## config.mk

```make
export PLATFORM = sky130hd
export DESIGN_NAME = srf_fault_ctrl
export DESIGN_NICKNAME = d
export VERILOG_FILES = /design/src/shared/srf_pkg.sv /design/src/rtl/srf_fault_ctrl.sv /design/src/rtl/srf_sync.sv
export VERILOG_INCLUDE_DIRS = /design/src /design/src/shared
export SDC_FILE = /design/constraint.sdc
export NUM_CORES = 1
export LEC_CHECK = 0
export BUFFER_PORTS_ARGS = -buffer_cell sky130_fd_sc_hd__buf_2
export CAP_MARGIN = 20
export CORE_UTILIZATION = 50
export CTS_CLUSTER_SIZE = 20
export DETAILED_ROUTE_END_ITERATION = 12
export PLACE_DENSITY = 0.83
export SYNTH_ARGS = -nofsm -noshare
export SYNTH_HDL_FRONTEND = slang
export SYNTH_SLANG_ARGS = --single-unit
export TNS_END_PERCENT = 100
```

## constraint.sdc

```tcl
create_clock -name pclk -period 4.7 [get_ports pclk]
set_clock_uncertainty 0.05 [all_clocks]
set_input_delay 0.94 -clock pclk [delete_from_list [all_inputs] [get_ports pclk]]
set_output_delay 0.94 -clock pclk [all_outputs]
set_load 0.02 [all_outputs]
```

## src/shared/srf_cfg.svh

```systemverilog
// Offsets, field positions, reset values and timing counts of the rail fault controller.
`ifndef SRF_CFG_SVH
`define SRF_CFG_SVH
// ==========================================================
// Register offsets
`define SRF_OFF_CTRL 8'h00
`define SRF_OFF_STAT 8'h04
`define SRF_OFF_STATE 8'h08
// ==========================================================
// Control register fields
`define SRF_CTRL_SD_EN 0
`define SRF_CTRL_SU_EN 1
`define SRF_CTRL_SD_UVRST 2
`define SRF_CTRL_SU_UVRST 3
`define SRF_CTRL_WARN_IRQ 4
`define SRF_CTRL_LOCK 5
`define SRF_CTRL_W 6
`define SRF_CTRL_RST 6'h02
// ==========================================================
// Status register fields
`define SRF_ST_SD_OVP 0
`define SRF_ST_SU_UV 1
`define SRF_ST_SU_OV 2
`define SRF_ST_SU_OVP 3
`define SRF_ST_SU_OVL 4
`define SRF_ST_SU_SHORT 5
`define SRF_ST_SU_SINK 6
`define SRF_ST_SU_WARN 7
`define SRF_ST_SU_TSD 8
`define SRF_ST_SD_LATCH 9
`define SRF_ST_W 10
`define SRF_ST_IRQ_CLR 31
// ==========================================================
// Timing
`define SRF_CLK_NS 20
`define SRF_SS_TIME_NS 2000000
`define SRF_SINK_TIME_NS 20000
`define SRF_OVP_OFF_CYC 1000
`define SRF_REF_MAX 10'h3FF
`endif

```

## src/shared/srf_pkg.sv

```systemverilog
// Types shared by the rail fault controller.
package srf_pkg;
  typedef enum logic [1:0] {DEV_ACTIVE, DEV_SAFE, DEV_RESET, DEV_OFF} srf_dev_state_t;
  typedef enum logic {SC_IDLE, SC_DRAIN} srf_sc_state_t;
endpackage

```

## src/rtl/srf_fault_ctrl.sv

```systemverilog
// Fault response and enable control for the step-down and step-up rails.
//
// How it works
// - Step-down overvoltage: SAFE, disable, flag, count, interrupt.
// - Then RESET on undervoltage if option set.
// - Persisting overvoltage after disable: OFF, latch.
// - Step-up enable reads set after reset.
// - Soft-start after wide ramp, linear 2 ms.
// - Soft-start restarts after any shutdown.
// - Output monitor events set own status bits.
// - High-side overload flags, converter keeps running.
// - Short: low-side off, drain, then full shutdown.
// - After short, RESET on undervoltage if option.
// - Sink overcurrent flags; over 20 us acts as short.
// - Sink events masked from an enable write until output above undervoltage.
// - Re-enable under current limit: off again, count.
// - Thermal warning flags; interrupt if high and enabled.
// - Thermal shutdown: SAFE, off, flag, count, interrupt.
// - After thermal shutdown, RESET on undervoltage if option.
// - Stays off until temperature below warning hysteresis.
`timescale 1ns/1ps
`default_nettype none
`include "srf_cfg.svh"
module srf_fault_ctrl import srf_pkg::*; #(
  parameter int SS_CYCLES = `SRF_SS_TIME_NS / `SRF_CLK_NS,
  parameter int OVP_OFF_CYCLES = `SRF_OVP_OFF_CYC
) (
  // Clock and reset
  input wire logic pclk,
  input wire logic presetn,
  // APB slave
  input wire logic psel,
  input wire logic penable,
  input wire logic pwrite,
  input wire logic [7:0] paddr,
  input wire logic [31:0] pwdata,
  output logic [31:0] prdata,
  output logic pready,
  output logic pslverr,
  // Analog indications, asynchronous
  input wire logic wake,
  input wire logic wide_ramp_done,
  input wire logic stepdown_ov,
  input wire logic stepdown_uv,
  input wire logic stepup_uv,
  input wire logic stepup_ov,
  input wire logic stepup_ovp,
  input wire logic hs_overload,
  input wire logic ls_short,
  input wire logic hs_sink_ovc,
  input wire logic therm_warn,
  input wire logic therm_shutdown,
  input wire logic therm_below_hys,
  // Rail controls and device state
  output logic stepdown_on,
  output logic stepup_on,
  output logic ls_switch_off,
  output logic hs_hold_on,
  output logic [9:0] softstart_ref,
  output logic [1:0] device_state,
  output logic interrupt_out_n
);
  localparam int SINK_CYCLES = `SRF_SINK_TIME_NS / `SRF_CLK_NS;
  localparam int SS_STEP = (SS_CYCLES + 1022) / 1023;

  function automatic logic [7:0] sat_inc(input logic [7:0] v);
    sat_inc = (v == 8'hFF) ? v : v + 8'h01;
  endfunction

  // ==========================================================
  // Input synchronisation
  logic [12:0] s;
  logic [12:0] s_q_ff;
  // Wake is carried inverted so that the synchroniser's cleared state reads as awake;
  // otherwise the block would fall into OFF on the first edge after every reset.
  srf_sync #(.WIDTH(13)) u_sync (
    .pclk(pclk),
    .presetn(presetn),
    .async_in({~wake, wide_ramp_done, stepdown_ov, stepdown_uv, stepup_uv, stepup_ov, stepup_ovp,
      hs_overload, ls_short, hs_sink_ovc, therm_warn, therm_shutdown, therm_below_hys}),
    .sync_out(s)
  );
  wire s_wake = !s[12];
  wire s_ramp = s[11];
  wire s_sd_ov = s[10];
  wire s_sd_uv = s[9];
  wire s_su_uv = s[8];
  wire s_hs_ovl = s[5];
  wire s_ls_sc = s[4];
  wire s_sink = s[3];
  wire s_tw = s[2];
  wire s_tsd = s[1];
  wire s_cool = s[0];
  wire [12:0] rise = s & ~s_q_ff;

  // ==========================================================
  // State
  logic [`SRF_CTRL_W-1:0] ctrl_ff;
  logic [`SRF_ST_W-1:0] stat_ff;
  logic [`SRF_ST_W-1:0] nxt_stat;
  logic [`SRF_CTRL_W-1:0] nxt_ctrl;
  logic [7:0] err_ff;
  logic irq_ff;
  logic sd_pend_ff;
  logic su_pend_ff;
  logic therm_blk_ff;
  logic su_mask_ff;
  logic [15:0] ovp_cnt_ff;
  logic [15:0] sink_cnt_ff;
  logic [15:0] ss_pre_ff;
  logic [9:0] ss_ref_ff;
  logic [31:0] prdata_ff;
  srf_dev_state_t dev_ff;
  srf_dev_state_t nxt_dev;
  srf_sc_state_t sc_ff;
  srf_sc_state_t nxt_sc;

  // ==========================================================
  // APB decode
  wire wr = psel && penable && pwrite;
  wire hit_ctrl = paddr == `SRF_OFF_CTRL;
  wire hit_stat = paddr == `SRF_OFF_STAT;
  wire hit_state = paddr == `SRF_OFF_STATE;
  wire mapped = hit_ctrl || hit_stat || hit_state;
  wire wr_ctrl = wr && hit_ctrl;
  wire wr_stat = wr && hit_stat;
  wire sd_en = ctrl_ff[`SRF_CTRL_SD_EN];
  wire su_en = ctrl_ff[`SRF_CTRL_SU_EN];
  // On a write, enable bits move only when the lock is clear or cleared by the same write.
  wire unlock = !ctrl_ff[`SRF_CTRL_LOCK] || !pwdata[`SRF_CTRL_LOCK];
  wire su_set_req = wr_ctrl && unlock && pwdata[`SRF_CTRL_SU_EN] && !su_en;
  wire limit_now = s_hs_ovl || s_ls_sc;

  // ==========================================================
  // Fault events
  wire off_req = !s_wake || (ovp_cnt_ff == 16'(OVP_OFF_CYCLES - 1) && s_sd_ov && !sd_en);
  wire ovp_off_hit = s_sd_ov && !sd_en && ovp_cnt_ff == 16'(OVP_OFF_CYCLES - 1);
  wire sd_trip = rise[10] && sd_en;
  wire sink_evt = s_sink && !su_mask_ff;
  wire sink_to = sink_evt && sink_cnt_ff == 16'(SINK_CYCLES - 1);
  wire sc_start = sc_ff == SC_IDLE && stepup_on && (rise[4] || sink_to);
  wire sc_done = sc_ff == SC_DRAIN && !s_hs_ovl;
  wire th_trip = rise[1] && su_en;
  wire retry_fail = su_set_req && limit_now;
  wire warn_irq = rise[2] && irq_ff == 1'b0 && ctrl_ff[`SRF_CTRL_WARN_IRQ];
  wire any_err = sd_trip || sc_done || th_trip || retry_fail;
  wire shutdown = !s_wake || dev_ff == DEV_OFF;
  wire sd_to_reset = sd_pend_ff && s_sd_uv && ctrl_ff[`SRF_CTRL_SD_UVRST];
  wire su_to_reset = su_pend_ff && s_su_uv && ctrl_ff[`SRF_CTRL_SU_UVRST];

  // ==========================================================
  // Next values
  always_comb begin
    nxt_ctrl = ctrl_ff;
    if (wr_ctrl) begin
      nxt_ctrl[`SRF_CTRL_SD_UVRST] = pwdata[`SRF_CTRL_SD_UVRST];
      nxt_ctrl[`SRF_CTRL_SU_UVRST] = pwdata[`SRF_CTRL_SU_UVRST];
      nxt_ctrl[`SRF_CTRL_WARN_IRQ] = pwdata[`SRF_CTRL_WARN_IRQ];
      nxt_ctrl[`SRF_CTRL_LOCK] = pwdata[`SRF_CTRL_LOCK];
      if (unlock) begin
        nxt_ctrl[`SRF_CTRL_SD_EN] = pwdata[`SRF_CTRL_SD_EN];
        nxt_ctrl[`SRF_CTRL_SU_EN] = pwdata[`SRF_CTRL_SU_EN] && !limit_now;
      end
    end
    // Hardware clears win over a software write in the same cycle.
    if (sd_trip) begin
      nxt_ctrl[`SRF_CTRL_SD_EN] = 1'b0;
      nxt_ctrl[`SRF_CTRL_LOCK] = 1'b1;
    end
    if (sc_done || th_trip) begin
      nxt_ctrl[`SRF_CTRL_SU_EN] = 1'b0;
      nxt_ctrl[`SRF_CTRL_LOCK] = 1'b1;
    end
  end

  always_comb begin
    nxt_stat = stat_ff;
    if (wr_stat) begin
      nxt_stat[`SRF_ST_SD_LATCH-1:0] = stat_ff[`SRF_ST_SD_LATCH-1:0] & ~pwdata[`SRF_ST_SD_LATCH-1:0];
    end
    // Sets are applied last so an event in the clearing cycle survives.
    if (sd_trip) nxt_stat[`SRF_ST_SD_OVP] = 1'b1;
    if (rise[8]) nxt_stat[`SRF_ST_SU_UV] = 1'b1;
    if (rise[7]) nxt_stat[`SRF_ST_SU_OV] = 1'b1;
    if (rise[6]) nxt_stat[`SRF_ST_SU_OVP] = 1'b1;
    if (s_hs_ovl) nxt_stat[`SRF_ST_SU_OVL] = 1'b1;
    if (sc_done) nxt_stat[`SRF_ST_SU_SHORT] = 1'b1;
    if (sink_evt) nxt_stat[`SRF_ST_SU_SINK] = 1'b1;
    if (s_tw) nxt_stat[`SRF_ST_SU_WARN] = 1'b1;
    if (th_trip) nxt_stat[`SRF_ST_SU_TSD] = 1'b1;
    if (ovp_off_hit) nxt_stat[`SRF_ST_SD_LATCH] = 1'b1;
  end

  always_comb begin
    nxt_dev = dev_ff;
    case (dev_ff)
      DEV_OFF: nxt_dev = DEV_OFF;
      DEV_RESET: nxt_dev = DEV_ACTIVE;
      DEV_SAFE: begin
        if (sd_to_reset || su_to_reset) nxt_dev = DEV_RESET;
      end
      default: nxt_dev = dev_ff;
    endcase
    if (sd_trip || sc_done || th_trip) nxt_dev = DEV_SAFE;
    if (off_req) nxt_dev = DEV_OFF;
  end

  always_comb begin
    nxt_sc = sc_ff;
    case (sc_ff)
      SC_IDLE: begin
        if (sc_start) nxt_sc = SC_DRAIN;
      end
      SC_DRAIN: begin
        if (sc_done) nxt_sc = SC_IDLE;
      end
      default: nxt_sc = SC_IDLE;
    endcase
  end

  // ==========================================================
  // Registers
  always_ff @(posedge pclk or negedge presetn) begin
    if (!presetn) begin
      ctrl_ff <= `SRF_CTRL_RST;
      stat_ff <= '0;
      dev_ff <= DEV_ACTIVE;
      sc_ff <= SC_IDLE;
      s_q_ff <= '0;
    end else begin
      ctrl_ff <= nxt_ctrl;
      stat_ff <= nxt_stat;
      dev_ff <= nxt_dev;
      sc_ff <= nxt_sc;
      s_q_ff <= s;
    end
  end

  always_ff @(posedge pclk or negedge presetn) begin
    if (!presetn) begin
      err_ff <= '0;
      irq_ff <= 1'b0;
    end else begin
      if (any_err) err_ff <= sat_inc(err_ff);
      if (any_err || warn_irq) irq_ff <= 1'b1;
      else if (wr_stat && pwdata[`SRF_ST_IRQ_CLR]) irq_ff <= 1'b0;
    end
  end

  always_ff @(posedge pclk or negedge presetn) begin
    if (!presetn) begin
      sd_pend_ff <= 1'b0;
      su_pend_ff <= 1'b0;
      therm_blk_ff <= 1'b0;
      su_mask_ff <= 1'b0;
    end else begin
      if (sd_trip) sd_pend_ff <= 1'b1;
      else if (nxt_dev == DEV_RESET || sd_en) sd_pend_ff <= 1'b0;
      if (sc_done || th_trip) su_pend_ff <= 1'b1;
      else if (nxt_dev == DEV_RESET || su_en) su_pend_ff <= 1'b0;
      if (th_trip) therm_blk_ff <= 1'b1;
      else if (s_cool) therm_blk_ff <= 1'b0;
      if (nxt_ctrl[`SRF_CTRL_SU_EN] && !su_en) su_mask_ff <= 1'b1;
      else if (!s_su_uv) su_mask_ff <= 1'b0;
    end
  end

  always_ff @(posedge pclk or negedge presetn) begin
    if (!presetn) begin
      ovp_cnt_ff <= '0;
      sink_cnt_ff <= '0;
    end else begin
      // Monitoring continues while the rail is disabled.
      ovp_cnt_ff <= (s_sd_ov && !sd_en && !ovp_off_hit) ? ovp_cnt_ff + 16'h0001 : 16'h0000;
      sink_cnt_ff <= (sink_evt && !sink_to) ? sink_cnt_ff + 16'h0001 : 16'h0000;
    end
  end

  // The ramp starts again from zero whenever the converter is not running,
  // so any restart after a fault also gets a full soft-start.
  always_ff @(posedge pclk or negedge presetn) begin
    if (!presetn) begin
      ss_pre_ff <= '0;
      ss_ref_ff <= '0;
    end else if (shutdown || !stepup_on) begin
      ss_pre_ff <= '0;
      ss_ref_ff <= '0;
    end else if (ss_ref_ff != `SRF_REF_MAX) begin
      if (ss_pre_ff == 16'(SS_STEP - 1)) begin
        ss_pre_ff <= '0;
        ss_ref_ff <= ss_ref_ff + 10'h001;
      end else begin
        ss_pre_ff <= ss_pre_ff + 16'h0001;
      end
    end
  end

  // ==========================================================
  // APB read data and outputs
  wire [31:0] rd_mux = hit_ctrl ? {26'h0, ctrl_ff} :
    hit_stat ? {22'h0, stat_ff} :
    hit_state ? {6'h0, ss_ref_ff, err_ff, 6'h0, dev_ff} : 32'h0;

  always_ff @(posedge pclk or negedge presetn) begin
    if (!presetn) prdata_ff <= '0;
    else if (psel && !penable && !pwrite) prdata_ff <= rd_mux;
  end

  assign prdata = prdata_ff;
  assign pready = psel && penable;
  assign pslverr = psel && penable && !mapped;
  assign stepdown_on = sd_en && dev_ff != DEV_OFF;
  assign stepup_on = su_en && s_ramp && !therm_blk_ff && sc_ff == SC_IDLE && dev_ff != DEV_OFF;
  assign ls_switch_off = sc_ff == SC_DRAIN;
  assign hs_hold_on = sc_ff == SC_DRAIN;
  assign softstart_ref = ss_ref_ff;
  assign device_state = dev_ff;
  assign interrupt_out_n = !irq_ff;
endmodule // srf_fault_ctrl
`default_nettype wire

```

## src/rtl/srf_sync.sv

```systemverilog
// Two-stage synchroniser for a bundle of asynchronous level inputs.
`timescale 1ns/1ps
`default_nettype none
module srf_sync #(
  parameter int WIDTH = 1
) (
  // Clock and reset
  input wire logic pclk,
  input wire logic presetn,
  // Data
  input wire logic [WIDTH-1:0] async_in,
  output logic [WIDTH-1:0] sync_out
);
  logic [WIDTH-1:0] meta_ff;
  logic [WIDTH-1:0] sync_ff;

  always_ff @(posedge pclk or negedge presetn) begin
    if (!presetn) begin
      meta_ff <= '0;
      sync_ff <= '0;
    end else begin
      meta_ff <= async_in;
      sync_ff <= meta_ff;
    end
  end

  assign sync_out = sync_ff;
endmodule // srf_sync
`default_nettype wire

```

## After elaboration in Yosys (flattened, before gate mapping)

Cells that the tools add are included.

- Bits in registers: 159

- Bitwise logic cells: 8
- $add $sub $neg: 5
- Reduce and logical (&&, ||, !) cells: 91
- Equality and inequality tests: 13
- Multiplexer cells: 44

Operator list:

| cell | number |
|---|---|
| two-way mux 16 bit | 5 |
| two-way mux 26 bit | 3 |
| adder 16 x 1 -> 16 bit (second input constant) | 3 |
| logical AND 1 bit | 38 |
| nonzero test 2 bit | 17 |
| equality test 16 x 10 -> 1 bit (second input constant) | 2 |
| two-way mux 10 bit | 3 |
| two-way mux 1 bit | 25 |
| equality test 16 x 7 -> 1 bit (second input constant) | 1 |
| logical OR 1 bit | 16 |
| logical NOT 1 bit | 15 |
| bitwise AND 11 bit | 1 |
| NOT 11 bit | 1 |
| adder 10 x 1 -> 10 bit (second input constant) | 1 |
| != test 10 bit (second input constant) | 1 |
| bitwise AND 9 bit | 1 |
| two-way mux 9 bit | 1 |
| NOT 9 bit | 1 |
| adder 8 x 1 -> 8 bit (second input constant) | 1 |
| equality test 8 x 3 -> 1 bit (second input constant) | 1 |
| equality test 8 x 4 -> 1 bit (second input constant) | 1 |
| equality test 8 bit (second input constant) | 1 |
| logical NOT 8 bit | 1 |
| two-way mux 2 bit | 4 |
| other kinds (9) | 17 |

## Logic depth before layout (Yosys ltp)

- Word-level depth: 11
- Mapped depth: 9
- Depth with buffers taken out: 7

## Modules after synthesis

A second synthesis with hierarchy kept.

- Cell total of the unflattened synthesis: 578
- Area, all modules: 6394.9 sq um

Modules (own cells, without submodules):

| module | area an instance (sq um) | cells each | instances |
|---|---|---|---|
| srf_fault_ctrl | 5744.3 | 552 | 1 |
| srf_sync | 650.6 | 26 | 1 |

## Worst setup path after synthesis

OpenSTA, ideal clock, no wires.

- Path kind: in2out
- Start point: input paddr[2]
- End point: output pslverr
- Stages on the path: 4
- Setup slack: 1875 ps
- Data required time: 3710 ps
- Arrival time: 1835 ps
- Cells stage by stage: buf_6 clkbuf_1 nand2_1 a31oi_1

- Longest elaborated chain between the ends: 5

Ends and longest elaborated chain:

| what | line | text |
|---|---|---|
| start, declared | srf_fault_ctrl.sv:35 | `input wire logic [7:0] paddr,` |
| equality test 8 x 3 -> 1 bit (no source line) / logical NOT 8 bit (equally long branches) | -- |  |
| logical OR 1 bit | srf_fault_ctrl.sv:124 | `wire mapped = hit_ctrl \|\| hit_stat \|\| hit_state;` |
| logical OR 1 bit (*) | srf_fault_ctrl.sv:124 |  |
| logical NOT 1 bit (*) | srf_fault_ctrl.sv:311 | `assign pslverr = psel && penable && !mapped;` |
| logical AND 1 bit (*) | srf_fault_ctrl.sv:311 |  |
| end, declared | srf_fault_ctrl.sv:39 | `output logic pslverr,` |

Mark *: on every way between the ends. The rest lies on a longest branch, timed or not.

## Worst setup path after layout

- Start point: register ss_pre_ff[1]
- End point: register ss_ref_ff[5] (netlist: softstart_ref[5])

- Longest elaborated chain between the ends: 3

Ends and longest elaborated chain:

| what | line | text |
|---|---|---|
| start, declared | srf_fault_ctrl.sv:110 | `logic [15:0] ss_pre_ff;` |
| start signal, assigned | srf_fault_ctrl.sv:293 | `ss_pre_ff <= ss_pre_ff + 16'h0001;` |
| equality test 16 x 7 -> 1 bit | srf_fault_ctrl.sv:289 | `if (ss_pre_ff == 16'(SS_STEP - 1)) begin` |
| nonzero test 2 bit (no source line) | -- |  |
| AND reduction 2 bit (no source line) | -- |  |
| end signal, assigned | srf_fault_ctrl.sv:291 | `ss_ref_ff <= ss_ref_ff + 10'h001;` |
| end, declared | srf_fault_ctrl.sv:111 | `logic [9:0] ss_ref_ff;` |

No other way between the ends.
A chain may end at the register's enable or synchronous reset.

==> key figures <==
Outcome
  • Run status: completed

Global routing
  • Vias in the first global route: 4616
  • First-pass GRT wire length: 22300 µm
  • Pin count of the biggest net entering global routing: 129
  • Global router's overall resource usage: 21.8%
  • Number of antenna violations at the first check in global routing: 2
  • Grt ovf: 0

Drt
  • Drt total wl: 13600 µm
  • DRC: 0
  • Detailed-route via count: 4850
  • First drt pass iteration count: 5
  • Antenna-violating nets left: 0
  • Post-detailed-route wirelength per cell: 15.9 µm
  • Via-to-Cell Ratio: 5.66
  • 1st-iter DRT viols: approximately 400

Clock tree
  • Sinks on Clock Net: 149
  • Setup Fix Bufs, Post-CTS: 0
  • H-tree lvl count: 4
  • Clock tree buffer depth: 2
  • TritonCTS clock tree: done
  • Total CTS buffers: 17
  • Post-cts sizing count: 0
  • CTS Root Cell: sky130_fd_sc_hd__clkbuf_16
  • Clock Latency Late Sink: 0.42 ns
  • Clk slew on worst S/H paths: 0.06 ns
  • CTS Hold Bufs: 0

Layout
  • Final standard cell count with taps included and fillers excluded: 857
  • Number of nets at the end of the flow: 735
  • Relative area change from synthesis to final layout: 18.0%
  • Fraction of final layout cells sized beyond drive strength 1: 19.5%

Power and ir drop
  • Total power density per cell area: 365 nW/µm²
  • Static power due to leakage: 3.56 nW
  • Total power: 2.78 mW
  • Largest vdd supply drop: about 260 µV

Synth
  • Netlist cell types: 59
  • Synthesized instance count: 588
  • Cell type with the largest total area after synthesis: sky130_fd_sc_hd__dfrtp_1
  • Most used DFF post-synth: sky130_fd_sc_hd__dfrtp_1
  • Most common cell in the synthesized netlist: sky130_fd_sc_hd__dfrtp_1
  • Share of synthesized area occupied by flip-flops and latches: 57.9%
  • Share of the synthesized area in the top cell type: a little under three fifths
  • Top cells by area, synth: sky130_fd_sc_hd__dfrtp_1, sky130_fd_sc_hd__nand2_1, sky130_fd_sc_hd__nor2_1
  • Post-synth EDFFs: 0
  • Post-synthesis register bit count: 149
  • Cell Area, Synth: between 6000 and 7000 µm²
  • Async S/R FF share, synth: 100%
  • Number of synthesis warnings: 0
  • Post-synthesis area per instance: 11.0 µm²
  • Most common library cells after synthesis: sky130_fd_sc_hd__dfrtp_1, sky130_fd_sc_hd__nand2_1, sky130_fd_sc_hd__nor2_1

Setup path
  • Most prevalent standard cell on the critical path: sky130_fd_sc_hd__a21oi_1
  • Family with the most delay on the worst path: simple AND/OR/NAND/NOR gates
  • Worst Path Buf+Inv: 1
  • Kind of end point of the critical path: flip-flop
  • Startpoint type of the worst setup path: flip-flop
  • Setup Crit Path Kind: reg -> reg
  • Cells traversed along the worst timing path: inv_1 > ha_1 > nor3b_1 > and4_1 > a21oi_1 > or4_1 > a21oi_1
  • Crit path largest cell delay: 0.66 ns
  • Endpoint arrival time on the critical path: 3.17 ns
  • Required time at the endpoint of the critical path: 4.98 ns
  • Worst-path maximum fanout: 18
  • Cell with the largest stage delay on the worst path: sky130_fd_sc_hd__and4_1

Placement
  • Count of placed standard cells including taps: 821
  • PortBufs: 80
  • Routability congestion estimate from global placement: approximately 0.83
  • DP HPWL: 9010 µm

Timing
  • Setup repair after global routing missed its margin: false
  • Relative max-transition margin: 39.6%
  • Tcrit/Tclk final: 61.6%
  • Endpoints failing hold: 0
  • Transition at the pin with the smallest max-transition slack: 0.897 ns
  • Tmin final: between 2 and 3 ns
  • Count of endpoints failing setup in the final report: 0
  • Worst hold slack: 0.298 ns
  • Max-slew violation count: 0
  • Highest clock rate: 0.345 GHz
  • Summed negative setup slack over all endpoints: 0 ns

Floorplan
  • Area of the die: between 10000 and 15000 µm²
  • X dimension of the die: 115 µm
  • Row cnt: 41
  • Initial core utilization: 51.2%
  • IO Pins: roughly 110
  • Chip height: 115 µm
  • Placeable core region: 12600 µm²

Flow run
  • Count of maximum capacitance violations: 0

Hold path
  • Worst hold path type: reg -> reg
-- stage by stage --
stage                     cell area, µm²  utilization (%)  setup WS [ns]
after floorplan                     6460                -           1.88
after global routing                7590             60.4           1.64
after CTS                           7550             60.1           1.77
final                               7600             60.5           1.80
after global placement              6950             55.3           1.59
after detailed placement            6950             55.3           1.49
-- registers in the layout, summed over array words and instances, names as in the netlist --
register and count:
su_pend_ff 1, prdata 26, irq_ff 1, sink_cnt_ff 16, err_ff 8, u_sync.sync_out 13, device_state 2, therm_blk_ff 1
s_q_ff 7, ss_pre_ff 16, stat_ff 10, ovp_cnt_ff 16, softstart_ref 10, su_mask_ff 1, ctrl_ff 6, hs_hold_on 1
u_sync.meta_ff 13, sd_pend_ff 1
-- logic make-up after synthesis --
family          count (synthesis)  synth area share, %
simple gates                  232                 18.9
flops                         149                 57.9
compound gates                108                 11.9
buf+inv                        45                 3.24
xor+xnor                       33                 4.49
mux                            14                 2.33
fa+ha+maj                       6                 1.17
other cells                     1               0.0582
-- where the power goes --
part           switching, mW  internal, mW  leakage [nW]  total (mW)
clock                  0.522         0.845         0.277        1.37
combinational         0.0614        0.0281          1.34      0.0895
sequential            0.0141          1.30          1.94        1.32
total                  0.598          2.18          3.56        2.78
-- path summary, 6_finish.rpt --
path	from	to	slack, ns	cells after the start
setup / recovery	ss_pre_ff[1]$_DFFE_PN0P_	softstart_ref[5]$_DFFE_PN0P_	1.80	7
hold / removal	u_sync.meta_ff[6]$_DFF_PN0_	u_sync.sync_out[6]$_DFF_PN0_	0.30	0
setup reg to reg	ss_pre_ff[1]$_DFFE_PN0P_	softstart_ref[5]$_DFFE_PN0P_	1.80	7
hold reg to reg	u_sync.meta_ff[6]$_DFF_PN0_	u_sync.sync_out[6]$_DFF_PN0_	0.30	0
max in group asynchronous	presetn	err_ff[2]$_DFFE_PN0P_	3.13	3
min in group asynchronous	presetn	ovp_cnt_ff[9]$_DFF_PN0_	0.41	1
-- placed cells by master, fill, tap and decap left out, types with 8 or more instances in the layout --
master	n
sky130_fd_sc_hd__nor2_1	51
sky130_fd_sc_hd__nand3_1	26
sky130_fd_sc_hd__clkbuf_16	17
sky130_fd_sc_hd__a22o_1	20
sky130_fd_sc_hd__o21ai_0	31
sky130_fd_sc_hd__mux2i_1	9
sky130_fd_sc_hd__nand4_1	15
sky130_fd_sc_hd__a21oi_1	9
sky130_fd_sc_hd__o31ai_1	14
sky130_fd_sc_hd__xnor2_1	15
sky130_fd_sc_hd__inv_1	20
sky130_fd_sc_hd__dfrtp_1	148
sky130_fd_sc_hd__a21o_1	8
sky130_fd_sc_hd__xor2_1	18
sky130_fd_sc_hd__buf_2	79
sky130_fd_sc_hd__nor3_1	17
sky130_fd_sc_hd__and3_1	10
sky130_fd_sc_hd__nand2_1	56
sky130_fd_sc_hd__nand2b_1	9
-- layer usage --
metal / up-vias / GRT usage (%) / part of all wire (%)
li1: 2265 / - / -
met1: 2415 / 28.6 / 45
met2: 140 / 34.7 / 48
met3: 30 / 5.86 / 5.2
met4: 0 / 8.92 / 2.1
met5: - / 0 / 0
-- area by class of cell --
class,instances,area (µm²)
antenna,2,5.00
clock buffer,19,443
clock inverter,12,155
fill,975,4970
inverter,20,75.1
multi-input combinational,399,2520
sequential,149,3730
tap,172,215
timing repair buffer,84,457
(Power assumes the default switching activity.)
